## src/rtl/usb_ep_irq_pkg.sv

```systemverilog
// constants and carriers shared by the endpoint interrupt force and routing block
`default_nettype none

package usb_ep_irq_pkg;

    // ----------------------------------------
    // bus geometry
    // ----------------------------------------
    localparam int ADDR_W = 32;
    localparam int DATA_W = 32;
    localparam int STRB_W = DATA_W / 8;

    // ----------------------------------------
    // register byte addresses
    // ----------------------------------------
    localparam logic [ADDR_W-1:0] FORCE_OFFSET = 32'h8004_10a4;
    localparam logic [ADDR_W-1:0] ROUTE_OFFSET = 32'h8004_10a8;
    localparam logic [ADDR_W-1:0] PENDING_OFFSET = 32'h8004_10b0;
    localparam logic [ADDR_W-1:0] EVT_STATUS_OFFSET = 32'h8004_10b4;
    localparam logic [ADDR_W-1:0] EVT_MASK_OFFSET = 32'h8004_10b8;

    // ----------------------------------------
    // reset values and responses
    // ----------------------------------------
    localparam logic [15:0] ROUTE_RESET = 16'h0000;
    localparam logic [15:0] PENDING_RESET = 16'h0000;
    localparam logic [15:0] EVT_STATUS_RESET = 16'h0000;
    localparam logic [15:0] EVT_MASK_RESET = 16'h0000;
    localparam logic [DATA_W-1:0] FORCE_READ_VALUE = 32'h0000_0000;
    localparam logic [1:0] RESP_OKAY = 2'b00;
    localparam logic [1:0] RESP_DECERR = 2'b11;

    // ----------------------------------------
    // carriers
    // ----------------------------------------
    typedef struct packed {
        logic [ADDR_W-1:0] addr;
        logic [DATA_W-1:0] data;
        logic [STRB_W-1:0] strb;
    } wr_req_s;

endpackage

`default_nettype wire

```

## src/rtl/usb_ep_irq_force_route.sv

```systemverilog
// endpoint interrupt pending, force, routing onto two request lines, axi4-lite slave
//
// What this block does
// - force write of one sets endpoint interrupt
// - exactly two request outputs, numbered zero, one
// - route bit selects request zero or one
// - disabled pending interrupts never drive requests
// - routing clears on master and bus reset
// - zero writes ignored, force reads zero
// - buffer filled or emptied sets interrupt
`default_nettype none

module usb_ep_irq_force_route
    import usb_ep_irq_pkg::*;
#(
    parameter int NUM_EP = 8
) (
    input wire logic aclk,
    input wire logic aresetn,
    input wire logic usb_bus_reset,
    input wire logic [NUM_EP-1:0] ep_rx_filled,
    input wire logic [NUM_EP-1:0] ep_tx_emptied,
    input wire logic [2*NUM_EP-1:0] ep_irq_enable,
    input wire logic [2*NUM_EP-1:0] ep_irq_clear,
    output logic irq_req0,
    output logic irq_req1,
    output logic irq,
    input wire logic [ADDR_W-1:0] s_axi_awaddr,
    input wire logic s_axi_awvalid,
    output logic s_axi_awready,
    input wire logic [DATA_W-1:0] s_axi_wdata,
    input wire logic [STRB_W-1:0] s_axi_wstrb,
    input wire logic s_axi_wvalid,
    output logic s_axi_wready,
    output logic [1:0] s_axi_bresp,
    output logic s_axi_bvalid,
    input wire logic s_axi_bready,
    input wire logic [ADDR_W-1:0] s_axi_araddr,
    input wire logic s_axi_arvalid,
    output logic s_axi_arready,
    output logic [DATA_W-1:0] s_axi_rdata,
    output logic [1:0] s_axi_rresp,
    output logic s_axi_rvalid,
    input wire logic s_axi_rready
);

    localparam int SRC_W = 2 * NUM_EP;

    // refused at elaboration: the register map only has room for eight endpoints
    if (NUM_EP < 1 || NUM_EP > 8) begin : g_bad_num_ep
        $error("NUM_EP must lie in 1..8");
    end

    // ----------------------------------------
    // state
    // ----------------------------------------
    wr_req_s wr_q;
    logic aw_held_q, w_held_q, awready_q, wready_q, bvalid_q, arready_q, rvalid_q;
    logic [1:0] bresp_q, rresp_q;
    logic [DATA_W-1:0] rdata_q;
    logic [SRC_W-1:0] pending_q, pending_d, route_q, route_d, evt_q, evt_d, mask_q, mask_d;
    logic req0_q, req1_q, irq_q;

    // ----------------------------------------
    // write channel
    // ----------------------------------------
    wire aw_fire = s_axi_awvalid && awready_q;
    wire w_fire = s_axi_wvalid && wready_q;
    // one write at a time; the response must drain before the next commits
    wire wr_go = aw_held_q && w_held_q && !bvalid_q;
    wire aw_held_d = aw_fire || (aw_held_q && !wr_go);
    wire w_held_d = w_fire || (w_held_q && !wr_go);
    wire force_hit = wr_q.addr == FORCE_OFFSET;
    wire route_hit = wr_q.addr == ROUTE_OFFSET;
    wire mask_hit = wr_q.addr == EVT_MASK_OFFSET;
    wire wr_mapped = force_hit || route_hit || mask_hit || (wr_q.addr == PENDING_OFFSET)
        || (wr_q.addr == EVT_STATUS_OFFSET);
    wire [15:0] strb_bits = {{8{wr_q.strb[1]}}, {8{wr_q.strb[0]}}};
    wire [SRC_W-1:0] wr_bits = wr_q.data[SRC_W-1:0] & strb_bits[SRC_W-1:0];
    wire [SRC_W-1:0] force_set = (wr_go && force_hit) ? wr_bits : '0;

    always_ff @(posedge aclk) begin
        if (!aresetn) begin
            aw_held_q <= 1'b0;
            w_held_q <= 1'b0;
            awready_q <= 1'b0;
            wready_q <= 1'b0;
            bvalid_q <= 1'b0;
            bresp_q <= RESP_OKAY;
            wr_q <= '0;
        end else begin
            aw_held_q <= aw_held_d;
            w_held_q <= w_held_d;
            awready_q <= !aw_held_d;
            wready_q <= !w_held_d;
            if (aw_fire) begin
                wr_q.addr <= s_axi_awaddr;
            end
            if (w_fire) begin
                wr_q.data <= s_axi_wdata;
                wr_q.strb <= s_axi_wstrb;
            end
            if (wr_go) begin
                bvalid_q <= 1'b1;
                bresp_q <= wr_mapped ? RESP_OKAY : RESP_DECERR;
            end else if (s_axi_bready) begin
                bvalid_q <= 1'b0;
            end
        end
    end

    // ----------------------------------------
    // read channel
    // ----------------------------------------
    wire ar_fire = s_axi_arvalid && arready_q;
    wire rvalid_d = ar_fire || (rvalid_q && !s_axi_rready);
    wire rd_force = s_axi_araddr == FORCE_OFFSET;
    wire rd_route = s_axi_araddr == ROUTE_OFFSET;
    wire rd_pend = s_axi_araddr == PENDING_OFFSET;
    wire rd_evt = s_axi_araddr == EVT_STATUS_OFFSET;
    wire rd_mask = s_axi_araddr == EVT_MASK_OFFSET;
    wire rd_mapped = rd_force || rd_route || rd_pend || rd_evt || rd_mask;
    // force always reads zero; upper route bits read zero rather than undefined
    wire [SRC_W-1:0] rd_bits = rd_route ? route_q : rd_pend ? pending_q : rd_evt ? evt_q
        : rd_mask ? mask_q : '0;
    wire [DATA_W-1:0] rd_word = rd_force ? FORCE_READ_VALUE : {{(DATA_W-SRC_W){1'b0}}, rd_bits};
    wire [SRC_W-1:0] evt_rd_clr = (ar_fire && rd_evt) ? evt_q : '0;

    always_ff @(posedge aclk) begin
        if (!aresetn) begin
            arready_q <= 1'b0;
            rvalid_q <= 1'b0;
            rdata_q <= '0;
            rresp_q <= RESP_OKAY;
        end else begin
            arready_q <= !rvalid_d;
            rvalid_q <= rvalid_d;
            if (ar_fire) begin
                rdata_q <= rd_mapped ? rd_word : '0;
                rresp_q <= rd_mapped ? RESP_OKAY : RESP_DECERR;
            end
        end
    end

    // ----------------------------------------
    // endpoint sources, pending, routing
    // ----------------------------------------
    wire [SRC_W-1:0] hw_event;
    genvar n;
    generate
        for (n = 0; n < NUM_EP; n++) begin : g_ep
            assign hw_event[2*n] = ep_rx_filled[n];
            assign hw_event[2*n+1] = ep_tx_emptied[n];
        end
    endgenerate

    // hardware and forced sets behave alike; a set beats a same-cycle clear
    wire [SRC_W-1:0] set_vec = hw_event | force_set;
    wire [SRC_W-1:0] active = pending_q & ep_irq_enable;
    wire req0_d = |(active & ~route_q);
    wire req1_d = |(active & route_q);

    assign pending_d = usb_bus_reset ? PENDING_RESET[SRC_W-1:0] : ((pending_q & ~ep_irq_clear) | set_vec);
    assign route_d = usb_bus_reset ? ROUTE_RESET[SRC_W-1:0]
        : (wr_go && route_hit) ? wr_bits | (route_q & ~strb_bits[SRC_W-1:0]) : route_q;
    assign evt_d = usb_bus_reset ? EVT_STATUS_RESET[SRC_W-1:0] : ((evt_q & ~evt_rd_clr) | (set_vec & ~pending_q));
    assign mask_d = (wr_go && mask_hit) ? wr_bits | (mask_q & ~strb_bits[SRC_W-1:0]) : mask_q;

    always_ff @(posedge aclk) begin
        if (!aresetn) begin
            pending_q <= PENDING_RESET[SRC_W-1:0];
            route_q <= ROUTE_RESET[SRC_W-1:0];
            evt_q <= EVT_STATUS_RESET[SRC_W-1:0];
            mask_q <= EVT_MASK_RESET[SRC_W-1:0];
            req0_q <= 1'b0;
            req1_q <= 1'b0;
            irq_q <= 1'b0;
        end else begin
            pending_q <= pending_d;
            route_q <= route_d;
            evt_q <= evt_d;
            mask_q <= mask_d;
            req0_q <= req0_d;
            req1_q <= req1_d;
            irq_q <= |(evt_q & mask_q);
        end
    end

    // ----------------------------------------
    // outputs
    // ----------------------------------------
    assign s_axi_awready = awready_q;
    assign s_axi_wready = wready_q;
    assign s_axi_bvalid = bvalid_q;
    assign s_axi_bresp = bresp_q;
    assign s_axi_arready = arready_q;
    assign s_axi_rvalid = rvalid_q;
    assign s_axi_rdata = rdata_q;
    assign s_axi_rresp = rresp_q;
    assign irq_req0 = req0_q;
    assign irq_req1 = req1_q;
    assign irq = irq_q;

    // ----------------------------------------
    // checks
    // ----------------------------------------
    force_sets_a: assert property (@(posedge aclk) disable iff (!aresetn)
        (force_set != '0 && !usb_bus_reset) |=> ((pending_q & $past(force_set)) == $past(force_set)))
        else $error("forced endpoint interrupt not set");

    zero_write_a: assert property (@(posedge aclk) disable iff (!aresetn)
        (wr_go && force_hit && hw_event == '0 && ep_irq_clear == '0 && !usb_bus_reset)
        |=> pending_q == ($past(pending_q) | $past(wr_bits)))
        else $error("force write disturbed unselected bits");

    force_reads_a: assert property (@(posedge aclk) disable iff (!aresetn)
        (ar_fire && rd_force) |=> (s_axi_rvalid && s_axi_rdata == FORCE_READ_VALUE))
        else $error("force register read nonzero");

    route_zero_a: assert property (@(posedge aclk) disable iff (!aresetn)
        (|(active & ~route_q)) |=> irq_req0)
        else $error("request zero missing for routed interrupt");

    route_one_a: assert property (@(posedge aclk) disable iff (!aresetn)
        irq_req1 |-> $past(|(pending_q & ep_irq_enable & route_q)))
        else $error("request one without routed source");

    disabled_quiet_a: assert property (@(posedge aclk) disable iff (!aresetn)
        (active == '0) |=> (!irq_req0 && !irq_req1))
        else $error("disabled interrupt drove a request");

    bus_reset_route_a: assert property (@(posedge aclk) disable iff (!aresetn)
        usb_bus_reset |=> (route_q == '0 ##1 !irq_req1))
        else $error("routing not cleared by bus reset");

    hw_event_a: assert property (@(posedge aclk) disable iff (!aresetn)
        (hw_event != '0 && !usb_bus_reset) |=> ((pending_q & $past(hw_event)) == $past(hw_event)))
        else $error("buffer event did not set pending");

    req_release_a: assert property (@(posedge aclk) disable iff (!aresetn)
        (active != '0 && ep_irq_clear == '0 && set_vec == '0 && !usb_bus_reset
        && ep_irq_enable == $past(ep_irq_enable))
        |=> (irq_req0 || irq_req1) ##1 ((irq_req0 || irq_req1) == $past(active != '0)))
        else $error("request did not follow pending interrupts");

endmodule // usb_ep_irq_force_route

`default_nettype wire

```

## config.mk

```make
export PLATFORM = sky130hd
export DESIGN_NAME = usb_ep_irq_force_route
export DESIGN_NICKNAME = d
export VERILOG_FILES = /design/src/rtl/usb_ep_irq_pkg.sv /design/src/rtl/usb_ep_irq_force_route.sv
export SDC_FILE = /design/constraint.sdc
export NUM_CORES = 1
export LEC_CHECK = 0
export ABC_AREA = 1
export ABC_CLOCK_PERIOD_IN_PS = 2200
export BUFFER_PORTS_ARGS = -buffer_cell sky130_fd_sc_hd__buf_2
export CORE_MARGIN = 5
export CORE_UTILIZATION = 53
export DETAILED_ROUTE_END_ITERATION = 8
export GPL_TIMING_DRIVEN = 0
export PLACE_DENSITY_LB_ADDON = 0.25
export RECOVER_POWER = 100
export SYNTH_ARGS = -nofsm -noshare
export SYNTH_HDL_FRONTEND = slang
export SYNTH_SLANG_ARGS = --single-unit
export TNS_END_PERCENT = 30
```

## constraint.sdc

```tcl
create_clock -name aclk -period 2.2 [get_ports aclk]
set_clock_uncertainty 0.05 [all_clocks]
set_input_delay 0.44 -clock aclk [delete_from_list [all_inputs] [get_ports aclk]]
set_output_delay 0.44 -clock aclk [all_outputs]
set_load 0.005 [all_outputs]
```

==> impl_metrics.csv <==
group,metric,value,unit
outcome,status,"finished clean",
critical_path,crit_buf_inv,1,
critical_path,cpMaxStageDelayCell,"dfxtp_1",
floorplanning,ios,200,
timing,setup_viol,0,
yosys,synth_area,0.00716,mm^2
power,peakVddDrop,0.475,mV
timing,finalCriticalPeriod,1930,ps
critical_path,crit_required,2440,ps
floorplanning,start_util,54.1,%
finish,fin_area,0.00874,mm^2
global_route,grt_pass1_wl,32900,um
clocking,hold_buffers,0,
yosys,synth.avg_cell_area,6.96,um^2
route,vias,7152,
clocking,insertion_delay,430,ps
critical_path,path_max_fanout,10,
critical_path,reg2reg_from,"wr_q[46]",
global_route,grt_max_degree,17,
critical_path,ff2ff_path_depth,9,
clocking,numCtsBuffers,17,
timing,hold_ws,211,ps
route,viasPerCell,5.04,
route,first_pass_iters,7,
yosys,synth_top_family_by_area,"simple AND/OR/NAND/NOR gates",
critical_path,end_kind,"flop",
finish,syn2layout_area_growth,22.0,%
yosys,synthMuxAreaShare,0,%
place,dp.cells,1385,
yosys,synth_cell_type_count,37,
critical_path,critPathKind,"flop to flop",
critical_path,r2r_slack,270,ps
place,dp_slack,101,ps
yosys,synth_largest_area_cell,"dfxtp_1",
critical_path,worst-path-stages,9,
power,power,6.19,mW
clocking,clockRootBuffer,"clkbuf_16",
timing,worstMarginPinSlew,746,ps
critical_path,cp-start-kind,"flop",
critical_path,path_cells,"nor2_1 -> nand2_1 -> nor2_4 -> nand3_2 -> nor2_4 -> nand3_1 -> buf_6 -> nor2_1 -> a211oi_2",
yosys,synth_top_cells_by_count,"nand2_1 (198), inv_1 (147), dfxtp_1 (142)",
clocking,clock_path_buffers,2,
clocking,cts_max_level,4,
floorplanning,core_area,0.0132,mm^2
critical_path,startpoint,"wr_q[46]",
flow_run,cap_violations,0,
timing,fmax,0.519,GHz
global_route,antenna_found_initial,3,
yosys,synth_top_area_share,39.7,%
finish,finish.utilization,66.0,%
yosys,ys_seq_area_share,39.7,%
global_route,grt_pass1_vias,6842,
floorplanning,die_area,0.0159,mm^2
yosys,synth_warnings,0,
yosys,synth_most_common_cell,"nand2_1",
yosys,synth-compound-area-share,14.7,%
clocking,cts_tree,"yes",
clocking,clkSinkCount,142,
finish,nFillCells,1272,
yosys,synth_simple_gate_area_share,32.2,%
timing,rsz0062_at_grt,"false",
global_route,grt.total_usage,25.5,%
power,power_density,709,mW/mm^2
yosys,synthAdderAreaFrac,0,%
route,routedWlPerCell,14.2,um
timing,hold_viol_final,0,
critical_path,worst_ep_arrival_time,2170,ps
timing,setup_slack,273,ps
power,p_leak,4.05,nW
timing,setup_tns,0,ps
route,drtIter0Drc,525,
critical_path,cpPeakStageDelay,310,ps
place,dpl.hpwl,16000,um
finish,final_net_count,1384,
yosys,async_reset_ff_share,0,%
yosys,yosys_register_bits,142,
clocking,cts_setup_buffers,0,
place,post_dp_cell_area,0.00826,mm^2
yosys,synth_cells,1029,
clocking,clkSlewWorstSetupHoldPaths,60,ps
timing,relSlewSlack,50.3,%
route,ant_nets,0,
timing,slew_viol_final,0,
place,port_buffers,165,
finish,final_cell_count_no_fill,1418,
floorplanning,die_w,126,um
route,post-route-drc-count,0,
floorplanning,rows,42,
clocking,cts_resized,0,
yosys,synth-xor-area-share,0,%
yosys,synth_edf_count,0,
worst_hold_path,worstHoldPathType,"primary input to flop",
timing,timing.final.crit_share,87.6,%
yosys,synth_area_leaders,"dfxtp_1 (40%), nand2_1 (10%), inv_1 (7.7%), nor2_1 (7.0%), nand3_1 (6.6%)",
critical_path,crit_family,"simple AND/OR/NAND/NOR gates",
global_route,grt_remaining_overflow,0,
place,gp_congestion,0.903,
yosys,synth_flop_cell,"dfxtp_1",
floorplanning,dieHeight,126,um
route,finalWirelength,20200,um
finish,layout-drive-gt1-share,21.5,%
-- report_power, final --
part           switching, mW  leakage [nW]  internal [mW]
logic                  0.327          2.61          0.235
registers             0.0884          1.16           2.68
clock network           1.09         0.277           1.77
total                   1.50          4.05           4.69
-- worst min path at each step --
stage                     depth (start not counted)       end  slack [ps]            start
after floorplan                                   2  wr_q[42]         380         wr_q[42]
after global placement                            2  wr_q[42]         390         wr_q[42]
after detailed placement                          2  wr_q[42]         400         wr_q[42]
after CTS                                         3  wr_q[14]         200  s_axi_wdata[10]
after global routing                              3  wr_q[41]         220  s_axi_awaddr[5]
final                                             3  wr_q[41]         210  s_axi_awaddr[5]
-- per-layer routing --
metal | vias to the layer above | share of wire (%) | track usage [%]
li1 | 3680 | - | -
met1 | 3122 | 42 | 31.8
met2 | 295 | 45 | 41.8
met3 | 51 | 9.6 | 7.45
met4 | 4 | 3.0 | 9.40
met5 | - | 0.069 | 0
-- area by class of cell --
| class | count | area [um^2] | share of cell area (%) |
|---|---|---|---|
| diodes | 1 | 2.50 | 0.0286 |
| plain buffers | 62 | 360 | 4.12 |
| clock buffers | 21 | 440 | 5.04 |
| clock inverters | 11 | 141 | 1.62 |
| inverters | 154 | 581 | 6.64 |
| multi-input cells | 686 | 3340 | 38.2 |
| flip-flops and latches | 142 | 2840 | 32.5 |
| well taps | 176 | 220 | 2.52 |
| repair buffers | 165 | 811 | 9.28 |
-- cells by family after synthesis --
family                 after synthesis
AND/OR/NAND/NOR                    496
other                                1
flip-flops                         142
buffers and inverters              216
AO/OA/AOI/OAI                      174
-- tightest hold or removal path, delay by kind of cell --
family | cells | cell delay [ps]
compound gates | 1 | 70
buf+inv | 1 | 70
simple gates | 1 | 80
-- cell usage in the layout, fill, tap and decap left out, types with 27 or more instances in the layout --
| cell type | netlist | layout |
|---|---|---|
| nand2_1 | 198 | 198 |
| buf_2 | 10 | 159 |
| inv_1 | 147 | 148 |
| dfxtp_1 | 142 | 142 |
| nor2_1 | 133 | 135 |
| nand3_1 | 95 | 98 |
| o21ai_0 | 71 | 71 |
| a21oi_1 | 65 | 68 |
| clkbuf_1 | 21 | 40 |
| nand4_1 | 27 | 27 |
Power figures use the tool's default switching activity.
